### config.mk
export PLATFORM = sky130hd
export DESIGN_NAME = adc_conversion_control
export DESIGN_NICKNAME = d
export VERILOG_FILES = /design/src/core/adc_ctl_pkg.sv /design/src/core/adc_conversion_control.sv
export SDC_FILE = /design/constraint.sdc
export NUM_CORES = 1
export LEC_CHECK = 0
export BUFFER_PORTS_ARGS = -buffer_cell sky130_fd_sc_hd__buf_2
export CAP_MARGIN = 20
export CORE_ASPECT_RATIO = 1.25
export CORE_MARGIN = 2
export CORE_UTILIZATION = 55
export DETAILED_ROUTE_END_ITERATION = 8
export MAX_ROUTING_LAYER = met4
export PLACE_DENSITY = 0.73
export SLEW_MARGIN = 20
export SYNTH_ARGS = -nofsm -noshare
export SYNTH_HDL_FRONTEND = slang
export SYNTH_SLANG_ARGS = --single-unit
### constraint.sdc
create_clock -name CLK -period 5 [get_ports CLK]
set_input_delay 0.5 -clock CLK [delete_from_list [all_inputs] [get_ports CLK]]
set_output_delay 0.5 -clock CLK [all_outputs]
set_load 0.02 [all_outputs]
### src/core/adc_ctl_pkg.sv
// Purpose: shared constants for the converter control block
// Assumes: 8-bit register port, one clock domain
// Notes:   offsets and field positions used by the control logic
package adc_ctl_pkg;
    // register indices on the plain register port
    localparam logic [2:0] OFS_SC1  = 3'h0;
    localparam logic [2:0] OFS_SC2  = 3'h1;
    localparam logic [2:0] OFS_CFG  = 3'h2;
    localparam logic [2:0] OFS_RH   = 3'h3;
    localparam logic [2:0] OFS_RL   = 3'h4;
    localparam logic [2:0] OFS_CVH  = 3'h5;
    localparam logic [2:0] OFS_CVL  = 3'h6;
    localparam logic [2:0] OFS_PC3  = 3'h7;
    localparam int ADDR_W = 3;
    localparam int DATA_W = 8;
    // status_control_one fields
    localparam int SC1_CONVERSION_COMPLETE_FLAG  = 7;
    localparam int SC1_COMPLETE_IRQ_ENABLE  = 6;
    localparam int SC1_CONTINUOUS_ENABLE  = 5;
    localparam int CH_W      = 5;
    localparam logic [4:0] CH_OFF = 5'h1F;
    localparam logic [4:0] CH_MAX = 5'h1B;
    // status_control_two fields
    localparam int SC2_BUSY  = 7;
    localparam int SC2_HWTRG = 6;
    localparam int SC2_COMPARE_ENABLE  = 5;
    localparam int SC2_ACFGT = 4;
    // converter_config_reg fields
    localparam int CFG_LSMP  = 4;
    localparam int CFG_MODE  = 2;
    localparam int CFG_CLK   = 0;
    localparam logic [1:0] MODE_8  = 2'h0;
    localparam logic [1:0] MODE_12 = 2'h1;
    localparam logic [1:0] MODE_10 = 2'h2;
    // clock sources
    localparam logic [1:0] CLK_BUS   = 2'h0;
    localparam logic [1:0] CLK_HALF  = 2'h1;
    localparam logic [1:0] CLK_ALT   = 2'h2;
    localparam logic [1:0] CLK_ASYNC = 2'h3;
    // sample periods in conversion clocks
    localparam logic [4:0] SMP_SHORT = 5'h03;
    localparam logic [4:0] SMP_LONG  = 5'h13;
    // clocks a new trial code needs to cross the comparator synchroniser
    localparam logic [4:0] CMP_SETTLE = 5'h04;
    // raw widths less one
    localparam logic [3:0] BITS_12 = 4'hB;
    localparam logic [3:0] BITS_9  = 4'h8;
    localparam int RES_W = 12;
    // synchronised pin inputs
    localparam int PIN_N    = 4;
    localparam int PIN_COMP = 0;
    localparam int PIN_TRIG = 1;
    localparam int PIN_ALT  = 2;
    localparam int PIN_ASYN = 3;
    typedef enum logic [1:0] {
        ST_IDLE   = 2'b00,
        ST_SAMPLE = 2'b01,
        ST_CONV   = 2'b10,
        ST_XFER   = 2'b11
    } sar_state_t;
endpackage : adc_ctl_pkg

### src/core/adc_conversion_control.sv
// Purpose: control of a 12-bit successive-approximation converter
// Assumes: analog comparator and trial DAC outside, one clock
// Notes:   registers on a plain strobe port, read data one cycle later
`timescale 1ns/1ps
module adc_conversion_control
    import adc_ctl_pkg::*;
(
    // clock and reset
    input  wire logic                              CLK,
    input  wire logic                              RST,
    // register port
    input  wire logic [adc_ctl_pkg::ADDR_W-1:0]    ADDR,
    input  wire logic [adc_ctl_pkg::DATA_W-1:0]    WDATA,
    input  wire logic                              WR,
    input  wire logic                              RD,
    output logic      [adc_ctl_pkg::DATA_W-1:0]    RDATA,
    // pins from outside the clock domain
    input  wire logic                              COMP_IN,
    input  wire logic                              HW_TRIG,
    input  wire logic                              ALT_CLK,
    input  wire logic                              ASYNC_CLK,
    input  wire logic                              STOP_REQ,
    // analog core control
    output logic      [adc_ctl_pkg::RES_W-1:0]     TRIAL_CODE,
    output logic      [adc_ctl_pkg::CH_W-1:0]      CHANNEL,
    output logic                                   SAMPLE,
    output logic                                   POWER_ON,
    output logic      [7:0]                        PIN_DISABLE,
    output logic                                   IRQ
);
    import adc_ctl_pkg::*;

    function automatic logic [RES_W-1:0] fmt_result(
        input logic [RES_W-1:0] raw, input logic [1:0] mode);
        logic [RES_W:0] sum;
        sum = '0;
        fmt_result = raw;
        if (mode == MODE_10) begin
            sum = {1'b0, raw} + 13'h0002;
            fmt_result = sum[RES_W] ? 12'h03FF : {2'h0, sum[11:2]};
        end else if (mode == MODE_8) begin
            sum = {4'h0, raw[8:0]} + 13'h0001;
            fmt_result = sum[9] ? 12'h00FF : {4'h0, sum[8:1]};
        end
    endfunction : fmt_result

    // synchronisers: three flops, change accepted when 2nd and 3rd agree
    logic [PIN_N-1:0] pin_raw;
    logic [PIN_N-1:0] s1_r, s2_r, s3_r, flt_r, flt_nxt, flt_d_r;
    assign pin_raw = {ASYNC_CLK, ALT_CLK, HW_TRIG, COMP_IN};
    genvar gi;
    generate
        for (gi = 0; gi < PIN_N; gi++) begin : g_sync
            always_comb begin
                flt_nxt[gi] = (s2_r[gi] == s3_r[gi]) ? s3_r[gi] : flt_r[gi];
            end
            always_ff @(posedge CLK) begin
                if (RST) begin
                    s1_r[gi]    <= 1'b0;
                    s2_r[gi]    <= 1'b0;
                    s3_r[gi]    <= 1'b0;
                    flt_r[gi]   <= 1'b0;
                    flt_d_r[gi] <= 1'b0;
                end else begin
                    s1_r[gi]    <= pin_raw[gi];
                    s2_r[gi]    <= s1_r[gi];
                    s3_r[gi]    <= s2_r[gi];
                    flt_r[gi]   <= flt_nxt[gi];
                    flt_d_r[gi] <= flt_r[gi];
                end
            end
        end
    endgenerate
    logic [PIN_N-1:0] pin_rise;
    assign pin_rise = flt_r & ~flt_d_r;

    // register and conversion state
    logic [DATA_W-1:0]  rdata_r, rdata_nxt;
    logic               complete_irq_enable_r, complete_irq_enable_nxt, continuous_enable_r, continuous_enable_nxt;
    logic [CH_W-1:0]    ch_r, ch_nxt;
    logic               hwtrg_r, hwtrg_nxt, compare_enable_r, compare_enable_nxt;
    logic               acfgt_r, acfgt_nxt;
    logic               lsmp_r, lsmp_nxt;
    logic [1:0]         mode_r, mode_nxt, clksel_r, clksel_nxt;
    logic [RES_W-1:0]   cv_r, cv_nxt, res_r, res_nxt;
    logic [7:0]         pc3_r, pc3_nxt;
    logic               conversion_complete_flag_r, conversion_complete_flag_nxt, block_r, block_nxt;
    logic               irq_r, irq_nxt, half_r, half_nxt;
    sar_state_t         state_r, state_nxt;
    logic [RES_W-1:0]   sar_r, sar_nxt;
    logic [3:0]         bit_r, bit_nxt;
    logic [4:0]         cnt_r, cnt_nxt;
    logic               sample_r, sample_nxt, power_r, power_nxt;

    logic conv_tick, sw_start, cfg_abort, stop_abort, hw_start;
    logic cmp_ok, blocked, single_miss;
    logic [RES_W-1:0] fmt_val, raw_val;

    always_comb begin
        case (clksel_r)
            CLK_BUS:   conv_tick = 1'b1;
            CLK_HALF:  conv_tick = half_r;
            CLK_ALT:   conv_tick = pin_rise[PIN_ALT];
            CLK_ASYNC: conv_tick = pin_rise[PIN_ASYN];
            default:   conv_tick = 1'b0;
        endcase
    end

    assign sw_start   = WR && (ADDR == OFS_SC1)
                        && (WDATA[CH_W-1:0] != CH_OFF)
                        && !hwtrg_r;
    assign cfg_abort  = WR && (ADDR == OFS_SC2 || ADDR == OFS_CFG
                        || ADDR == OFS_CVH || ADDR == OFS_CVL);
    // async clock keeps running in stop, so only then does it survive
    assign stop_abort = STOP_REQ && (clksel_r != CLK_ASYNC);
    assign hw_start   = hwtrg_r && pin_rise[PIN_TRIG]
                        && (ch_r != CH_OFF);
    // 9-bit raw sits high in the sar word in 8-bit mode
    assign raw_val = (mode_r == MODE_8) ? {3'h0, sar_r[11:3]} : sar_r;
    assign fmt_val = fmt_result(raw_val, mode_r);
    assign cmp_ok  = !compare_enable_r || (acfgt_r ? (fmt_val >= cv_r)
                                         : (fmt_val < cv_r));
    assign blocked = block_r && (mode_r != MODE_8);
    assign single_miss = compare_enable_r && !cmp_ok && !continuous_enable_r;

    always_comb begin
        complete_irq_enable_nxt   = complete_irq_enable_r;
        continuous_enable_nxt   = continuous_enable_r;
        ch_nxt     = ch_r;
        hwtrg_nxt  = hwtrg_r;
        compare_enable_nxt   = compare_enable_r;
        acfgt_nxt  = acfgt_r;
        lsmp_nxt   = lsmp_r;
        mode_nxt   = mode_r;
        clksel_nxt = clksel_r;
        cv_nxt     = cv_r;
        pc3_nxt    = pc3_r;
        res_nxt    = res_r;
        conversion_complete_flag_nxt   = conversion_complete_flag_r;
        block_nxt  = block_r;
        state_nxt  = state_r;
        sar_nxt    = sar_r;
        bit_nxt    = bit_r;
        cnt_nxt    = cnt_r;
        rdata_nxt  = '0;
        half_nxt   = !half_r;
        if (RD) begin
            case (ADDR)
                OFS_SC1: rdata_nxt = {conversion_complete_flag_r, complete_irq_enable_r, continuous_enable_r, ch_r};
                OFS_SC2: rdata_nxt = {state_r != ST_IDLE, hwtrg_r,
                                      compare_enable_r, acfgt_r, 4'h0};
                OFS_CFG: rdata_nxt = {3'h0, lsmp_r, mode_r, clksel_r};
                OFS_RH:  rdata_nxt = {4'h0, res_r[11:8]};
                OFS_RL:  rdata_nxt = res_r[7:0];
                OFS_CVH: rdata_nxt = {4'h0, cv_r[11:8]};
                OFS_CVL: rdata_nxt = cv_r[7:0];
                OFS_PC3: rdata_nxt = pc3_r;
                default: rdata_nxt = '0;
            endcase
            // a high read arms the lock outside 8-bit mode, the low read releases it
            if (ADDR == OFS_RH && mode_r != MODE_8) begin
                block_nxt = 1'b1;
            end
            if (ADDR == OFS_RL) begin
                block_nxt = 1'b0;
                conversion_complete_flag_nxt  = 1'b0;
            end
        end
        if (WR) begin
            case (ADDR)
                OFS_SC1: begin
                    complete_irq_enable_nxt = WDATA[SC1_COMPLETE_IRQ_ENABLE];
                    continuous_enable_nxt = WDATA[SC1_CONTINUOUS_ENABLE];
                    ch_nxt   = WDATA[CH_W-1:0];
                    conversion_complete_flag_nxt = 1'b0;
                end
                OFS_SC2: begin
                    hwtrg_nxt = WDATA[SC2_HWTRG];
                    compare_enable_nxt  = WDATA[SC2_COMPARE_ENABLE];
                    acfgt_nxt = WDATA[SC2_ACFGT];
                end
                OFS_CFG: begin
                    lsmp_nxt   = WDATA[CFG_LSMP];
                    mode_nxt   = WDATA[CFG_MODE +: 2];
                    clksel_nxt = WDATA[CFG_CLK +: 2];
                end
                OFS_CVH: cv_nxt[11:8] = WDATA[3:0];
                OFS_CVL: cv_nxt[7:0]  = WDATA;
                OFS_PC3: pc3_nxt = WDATA;
                default: ;
            endcase
        end
        case (state_r)
            ST_IDLE: begin
                sar_nxt = '0;
                if (hw_start) begin
                    state_nxt = ST_SAMPLE;
                    cnt_nxt   = lsmp_r ? SMP_LONG : SMP_SHORT;
                end
            end
            ST_SAMPLE: begin
                if (conv_tick) begin
                    if (cnt_r == '0) begin
                        // 9-bit runs use the top nine trial positions
                        state_nxt = ST_CONV;
                        bit_nxt   = BITS_12;
                        sar_nxt   = '0;
                        sar_nxt[BITS_12] = 1'b1;
                        cnt_nxt   = CMP_SETTLE;
                    end else begin
                        cnt_nxt = cnt_r - 5'h01;
                    end
                end
            end
            ST_CONV: begin
                // comparator high keeps the trial bit; each decision waits
                // out the pin synchroniser, so a bit costs at least the
                // settle count in clocks even on the fastest source
                if (cnt_r != '0) begin
                    cnt_nxt = cnt_r - 5'h01;
                end else if (conv_tick) begin
                    sar_nxt[bit_r] = flt_r[PIN_COMP];
                    if (bit_r == (BITS_12 - ((mode_r == MODE_8) ?
                                 BITS_9 : BITS_12))) begin
                        state_nxt = ST_XFER;
                    end else begin
                        sar_nxt[bit_r - 4'h1] = 1'b1;
                        bit_nxt = bit_r - 4'h1;
                        cnt_nxt = CMP_SETTLE;
                    end
                end
            end
            ST_XFER: begin
                cnt_nxt = lsmp_r ? SMP_LONG : SMP_SHORT;
                if (single_miss) begin
                    state_nxt = ST_IDLE;
                end else if (!cmp_ok) begin
                    state_nxt = ST_SAMPLE;
                end else if (blocked) begin
                    state_nxt = ST_SAMPLE;
                end else begin
                    res_nxt   = fmt_val;
                    conversion_complete_flag_nxt  = 1'b1;
                    state_nxt = continuous_enable_r ? ST_SAMPLE : ST_IDLE;
                end
            end
            default: state_nxt = ST_IDLE;
        endcase
        if (cfg_abort || stop_abort || ch_nxt == CH_OFF) begin
            state_nxt = ST_IDLE;
        end
        if (WR && ADDR == OFS_SC1) begin
            state_nxt = sw_start ? ST_SAMPLE : ST_IDLE;
            cnt_nxt   = lsmp_r ? SMP_LONG : SMP_SHORT;
        end
        irq_nxt = conversion_complete_flag_r && complete_irq_enable_r;
        sample_nxt = (state_nxt == ST_SAMPLE);
        power_nxt  = (state_nxt != ST_IDLE);
    end

    always_ff @(posedge CLK) begin
        if (RST) begin
            rdata_r  <= '0;
            complete_irq_enable_r   <= 1'b0;
            continuous_enable_r   <= 1'b0;
            ch_r     <= CH_OFF;
            hwtrg_r  <= 1'b0;
            compare_enable_r   <= 1'b0;
            acfgt_r  <= 1'b0;
            lsmp_r   <= 1'b0;
            mode_r   <= MODE_8;
            clksel_r <= CLK_BUS;
            cv_r     <= '0;
            pc3_r    <= '0;
            res_r    <= '0;
            conversion_complete_flag_r   <= 1'b0;
            block_r  <= 1'b0;
            irq_r    <= 1'b0;
            half_r   <= 1'b0;
            state_r  <= ST_IDLE;
            sar_r    <= '0;
            bit_r    <= '0;
            cnt_r    <= '0;
            sample_r <= 1'b0;
            power_r  <= 1'b0;
        end else begin
            rdata_r  <= rdata_nxt;
            complete_irq_enable_r   <= complete_irq_enable_nxt;
            continuous_enable_r   <= continuous_enable_nxt;
            ch_r     <= ch_nxt;
            hwtrg_r  <= hwtrg_nxt;
            compare_enable_r   <= compare_enable_nxt;
            acfgt_r  <= acfgt_nxt;
            lsmp_r   <= lsmp_nxt;
            mode_r   <= mode_nxt;
            clksel_r <= clksel_nxt;
            cv_r     <= cv_nxt;
            pc3_r    <= pc3_nxt;
            res_r    <= res_nxt;
            conversion_complete_flag_r   <= conversion_complete_flag_nxt;
            block_r  <= block_nxt;
            irq_r    <= irq_nxt;
            half_r   <= half_nxt;
            state_r  <= state_nxt;
            sar_r    <= sar_nxt;
            bit_r    <= bit_nxt;
            cnt_r    <= cnt_nxt;
            sample_r <= sample_nxt;
            power_r  <= power_nxt;
        end
    end

    assign RDATA       = rdata_r;
    assign TRIAL_CODE  = sar_r;
    assign CHANNEL     = ch_r;
    assign SAMPLE      = sample_r;
    assign POWER_ON    = power_r;
    assign PIN_DISABLE = pc3_r;
    assign IRQ         = irq_r;
endmodule : adc_conversion_control

### Word level (Yosys, flattened, before mapping)

Index checks and enable logic that the tools add are counted.

| cells by class | value |
|---|---|
| bitwise gates (word level) | 6 |
| multiply operators | 0 |
| $lt $le $gt $ge | 6 |
| shifts and indexed selects | 0 |
| eq/ne operators | 33 |
| add/sub/neg operators | 5 |
| muxes and demuxes | 61 |
| div/mod/pow operators | 0 |
| reductions and logical operators | 49 |

Operators with widths:

| kind | number |
|---|---|
| $mux W12 | 8 |
| $pmux W8 S8 | 1 |
| $mux W5 | 10 |
| $pmux W12 S3 | 1 |
| $mux W4 | 5 |
| $pmux W5 S4 | 1 |
| $mux W1 | 18 |
| $mux W2 | 9 |
| $logic_and A1 B1 Y1 | 14 |
| $reduce_and A2 Y1 | 7 |
| $add A12 B2 Y13 const B | 1 |
| $bwmux W12 | 1 |
| $eq A3 B3 Y1 const B | 4 |
| $ge A12 B12 Y1 | 1 |
| $lt A12 B12 Y1 | 1 |
| $ne A2 B2 Y1 const B | 6 |
| $or A12 B12 Y12 | 1 |
| $add A9 B1 Y10 const B | 1 |
| $eq A2 B2 Y1 const B | 5 |
| $lt A4 B5 Y1 const B | 2 |
| $mux W10 | 1 |
| $ne A5 B5 Y1 const B | 2 |
| $reduce_bool A2 Y1 | 5 |
| $demux W1 S4 | 2 |
| 30 further kinds | 53 |

| storage, ports and cells | value |
|---|---|
| ROM bits | 0 |
| memory bits (writable) | 0 |
| register bits after elaboration | 104 |
| latch bits | 0 |
| memories | 0 |
| logic and storage cells | 204 |
| output and inout bits | 36 |

### Logic depth before layout (Yosys ltp)

| logic depth | value |
|---|---|
| depth after elaboration | 17 |
| gate-level depth with buffers | 19 |
| mapped depth without buffers | 16 |

### Worst setup path after synthesis

OpenSTA, ideal clock, no wires.

| path | value |
|---|---|
| kind | register to register |
| start point | register sar_r[4] (netlist: TRIAL_CODE[4]) |
| end point | register res_r[10] |
| setup time | 0.072 ns |
| period minus slack after synthesis | 4.472 ns |
| stages on the path, launching flop included | 17 |
| path buffers | 2 |
| slack | 0.528 ns |
| arrival time | 4.400 ns |
| cells stage by stage | dfxtp_1 buf_2 or3b_1 nand2_1 ha_1 nand4bb_1 a221oi_1 a21oi_1 a221oi_1 ha_1 a21oi_1 a311oi_1 a2111oi_0 mux2i_1 o211a_1 buf_2 mux2i_1 |

| between the ends | value |
|---|---|
| longest elaborated chain between the ends | 13 |
| elaborated cells between the ends (all ways) | 16 |

Ends and longest elaborated chain:

| element | line | text |
|---|---|---|
| start, declared | adc_conversion_control.sv:90 | `logic [RES_W-1:0] sar_r, sar_nxt;` |
| start signal, assigned | adc_conversion_control.sv:305 | `sar_r <= sar_nxt;` |
| $mux W12 * | adc_conversion_control.sv:119 | `assign raw_val = (mode_r == MODE_8) ? {3'h0, sar_r[11:3]} : sar_r;` |
| $add A9 B1 Y10 | adc_conversion_control.sv:42 | `sum = {4'h0, raw[8:0]} + 13'h0001;` |
| $mux W8 | adc_conversion_control.sv:43 | `fmt_result = sum[9] ? 12'h00FF : {4'h0, sum[8:1]};` |
| $mux W12 | adc_conversion_control.sv:41 | `end else if (mode == MODE_8) begin` |
| $mux W12 * | adc_conversion_control.sv:38 | `if (mode == MODE_10) begin` |
| via fmt_val[3] | adc_conversion_control.sv:97 | `logic [RES_W-1:0] fmt_val, raw_val;` |
| $lt A12 B12 Y1 or $ge A12 B12 Y1 (tied branches) | adc_conversion_control.sv:122, adc_conversion_control.sv:121 |  |
| $mux W1 * | adc_conversion_control.sv:121 | `assign cmp_ok = !compare_enable_r \|\| (acfgt_r ? (fmt_val >= cv_r)` |
| $logic_or A1 B1 Y1 * | adc_conversion_control.sv:121 |  |
| $logic_not A1 Y1 | n/a |  |
| $logic_and A1 B1 Y1 (2 in series) | adc_conversion_control.sv:124 | `assign single_miss = compare_enable_r && !cmp_ok && !continuous_enable_r;` |
| $not A1 Y1 (no line) | n/a |  |
| $reduce_and A4 Y1 (no line) * | n/a |  |
| end signal, assigned | adc_conversion_control.sv:299 | `res_r <= res_nxt;` |
| end, declared | adc_conversion_control.sv:85 | `logic [RES_W-1:0] cv_r, cv_nxt, res_r, res_nxt;` |

The timed path passes the listed nets; every way through them passes the cells marked *.
A chain may end at the register's enable or synchronous reset.

### Worst setup path after layout

| path | value |
|---|---|
| start point | register mode_r[1] |
| end point | register res_r[8] |

| between the ends | value |
|---|---|
| longest elaborated chain between the ends | 14 |
| elaborated cells between the ends (all ways) | 21 |

Ends and longest elaborated chain:

| element | line | text |
|---|---|---|
| start, declared | adc_conversion_control.sv:84 | `logic [1:0] mode_r, mode_nxt, clksel_r, clksel_nxt;` |
| start signal, assigned | adc_conversion_control.sv:295 | `mode_r <= mode_nxt;` |
| $logic_not A2 Y1 | adc_conversion_control.sv:41, adc_conversion_control.sv:119 |  |
| $mux W12 | adc_conversion_control.sv:119 |  |
| $add A9 B1 Y10 | adc_conversion_control.sv:42 |  |
| $mux W8 | adc_conversion_control.sv:43 |  |
| $mux W12 | adc_conversion_control.sv:41 |  |
| $mux W12 * | adc_conversion_control.sv:38 |  |
| via fmt_val[3] | adc_conversion_control.sv:97 |  |
| $lt A12 B12 Y1 or $ge A12 B12 Y1 (tied branches) | adc_conversion_control.sv:122, adc_conversion_control.sv:121 |  |
| $mux W1 * | adc_conversion_control.sv:121 |  |
| $logic_or A1 B1 Y1 * | adc_conversion_control.sv:121 |  |
| $logic_not A1 Y1 | n/a |  |
| $logic_and A1 B1 Y1 (2 in series) | adc_conversion_control.sv:124 |  |
| $not A1 Y1 (no line) | n/a |  |
| $reduce_and A4 Y1 (no line) * | n/a |  |

Marks and branches as above.

==> flow_summary.yaml <==
timing:
  period_minus_slack_ns: 4.75
  finalSetupViolCount: 0
  fin_worst_skew_ns: 0.0120
  slew-limit-headroom_pct: 33.6
  clock.fmax_mhz: 210
  tightest_slew_ns: 0.997
  period_utilization_post_route_pct: 95.0
  hold-worst-slack_ns: 0.352
  finalHoldViolCount: 0
  slew_viol_final: 0
cts:
  htreeDepth: 3
  holdBufCountCts: 0
  cts_made_buffers: 9
  ctsLongestPathBuffers: 2
  clkTransAtPathRegs_ns: 0.08
  cts_root_buffer: "clkbuf_16"
  cts_tree: "yes"
  cts_num_sinks: 103
  worstSkewPairLatency_ns: 0.36
drt:
  dr.first_iter.drc_count: 376
  drc: 0
  number_of_iterations_in_the_first_detailed_routing_pass: 6
  viasPerCell: 6.22
  drt-wirelength-per-cell_um: 18.5
  detail_route.wirelength_um: 17400
  via_count: 5838
  drt.antenna.violating_nets: 0
setup_path:
  r2r.worst_path.cells: 16
  start_to_end_type_of_the_worst_setup_path: "reg2reg"
  critical_path.slowest_cell: "a2111oi_0"
  endpoint_kind: "register"
  reg2reg_to: "res_r[8]"
  critical_path_arrival_ns: 5.02
  timing.critical_path.from_type: "register"
  reg2reg_slack_ns: 0.25
  crit_chain: "or3b_1 > nand2_1 > ha_1 > nand4bb_1 > a221oi_2 > a21oi_1 > a221oi_1 > ha_1 > a21oi_1 > a311oi_1 > a2111oi_0 > buf_4 > mux2i_1 > o211a_1 > buf_12 > mux2i_1"
  critical_r2r_launch: "mode_r[1]"
  required_ns: 5.27
  critical_path.max_stage_delay_ns: 0.58
  path_max_fanout: 13
floorplan:
  fp.dieH_um: 122
  start_util_pct: 55.7
  die_width_um: 98.3
  pin_count: 56
  fp.coreArea_mm2: 0.0110
  design.die.area_mm2: 0.0120
  row_count: 43
finish:
  drive_gt1_share_pct: 13.7
  finalNetCount: 845
  num_antenna_cells: 0
  post-route-util_pct: 61.8
  syn_to_final_growth_pct: 10.9
placement:
  globalplace.congestion: 0.930
  port-buffer-count: 55
  place.detailed.hpwl_um: 12600
min_path:
  hold_worst_path_end: "s1_r[1]"
  hold_start: "HW_TRIG"
  min-delay-path-class: "in2reg"
  timing.hold.worst_path_depth: 2
synthesis:
  synth-edff-count: 0
  ys_ff_latch: 103
  synth_area_leaders: "dfxtp_1 (34%), nand2_1 (7.3%), mux2i_1 (5.7%)"
  async_flop_share_pct: 0
  synth.top_cells.by_count: "nand2_1 (119), dfxtp_1 (103), a21oi_1 (61)"
  synthesis.area_per_instance_um2: 7.94
  synth_area_leader_cell: "dfxtp_1"
  yosysSeqAreaShare_pct: 33.7
  syn_area_mm2: 0.00611
  post-synth-top-count-cell: "nand2_1"
  synth_top_cell_area_share_pct: 33.7
  synth.distinct_cells: 69
  mappedNetlistNets: 816
  postSynth.topFlopCell: "dfxtp_1"
  synthesis.instances: 770
  synth.yosys.warnings: 0
grt:
  grt-ovfl-total: 0
  grt_first_pass_wirelength_um: 27400
  grt_use_total_pct: 29.3
  grt_antenna_before_repair: 0
  grt_max_degree: 105
  grt_pass1_vias: 5532
run:
  drv_cap: 0
run_status:
  outcome: "finished, final reports clean"
pwr:
  design_power_w: 0.00175
  leakage_nw: 2.56
  ir_worst_vdd_uv: 168
  power_density_mw_per_mm2: 258
state kept, by name, indices dropped and copies added, names as in the netlist, 4 cells and up:
signal,cells
CHANNEL,5
PIN_DISABLE,8
RDATA,8
TRIAL_CODE,12
bit_r,4
cnt_r,5
cv_r,12
flt_r,4
res_r,12
s1_r,4
s2_r,4
s3_r,4
where the power goes:
group / switching [W] / total, W / internal (W) / leakage [nW]
sequential: 0.0000115 / 0.000845 / 0.000834 / 0.834
combinational: 0.000107 / 0.000166 / 0.0000593 / 1.57
clock: 0.000341 / 0.000740 / 0.000400 / 0.152
how the worst max path moves through the flow:
stage / startpoint / endpoint / slack (ns) / cells past startpoint
3_5_place_dp: mode_r[1] / res_r[6] / 0.25 / 16
5_1_grt: mode_r[1] / res_r[8] / -0.004 / 16
3_3_place_gp: mode_r[1] / res_r[6] / 0.38 / 16
4_1_cts: mode_r[1] / res_r[8] / 0.17 / 16
2_1_floorplan: TRIAL_CODE[4] / res_r[10] / 0.53 / 16
6_report: mode_r[1] / res_r[8] / 0.25 / 16
metrics by stage:
stage	setup WS (ns)	TNS, ns	instance area, um^2	std cells
after floorplan	0.528	0	6110	770
after global placement	0.385	0	6460	923
after detailed placement	0.246	0	6460	923
after CTS	0.173	0	6780	939
after global routing	-0.00393	-0.00393	6780	939
final	0.249	0	6780	939
cell usage in the layout (no fill, tap or decap), drive strengths merged, types with 6 or more instances in the layout:
cell type | Yosys | routed
nand3b | 7 | 7
a22oi | 6 | 6
a211oi | 6 | 6
o211ai | 11 | 11
nor2b | 19 | 19
nand3 | 27 | 27
inv | 33 | 35
a221oi | 8 | 8
nand4 | 6 | 6
clkbuf | 32 | 9
or2 | 7 | 7
a21oi | 61 | 61
ha | 26 | 26
mux2i | 35 | 35
a311o | 7 | 7
nor3 | 12 | 12
nand2 | 119 | 119
o21ai | 34 | 34
nand2b | 27 | 27
nor2 | 57 | 57
buf | 19 | 69
xnor2 | 10 | 10
dfxtp | 103 | 103
critical path, delay by kind of cell (launching register included):
family,cells,cell delay (ns)
AOI/OAI and AO/OA,7,2.13
and+or+nand+nor,3,0.80
adders and majority gates,2,0.58
muxes,2,0.43
buffers and inverters,2,0.38
DFF,1,0.34
kinds of logic after synthesis:
| group | after synthesis | synth area share, % |
|---|---|---|
| flops | 103 | 33.7 |
| compound gates | 188 | 20.8 |
| fa+ha+maj | 26 | 5.32 |
| simple gates | 315 | 25.6 |
| xor+xnor | 13 | 1.86 |
| mux | 41 | 7.20 |
| buf+inv | 84 | 5.52 |
area by class of cell:
cell class,count,area (um^2)
Fill cell,980,4190
Sequential cell,103,2060
Clock buffer,9,225
Clock inverter,7,90.1
Multi-Input combinational cell,583,3720
Inverter,33,124
Tap cell,135,169
Timing Repair Buffer,69,393
layer usage:
| metal | vias up | GRT usage, % | share of wire, % |
|---|---|---|---|
| met5 | - | - | 0 |
| met4 | 0 | 16.7 | 5.4 |
| met3 | 67 | 4.30 | 5.1 |
| met2 | 246 | 49.2 | 48 |
| met1 | 2735 | 33.5 | 41 |
| li1 | 2790 | - | - |
timing repair:
action	CTS	global route
buffers inserted	0	0
gates resized for setup	0	1
endpoints found under the setup margin	0	13
(Power assumes the default switching activity.)
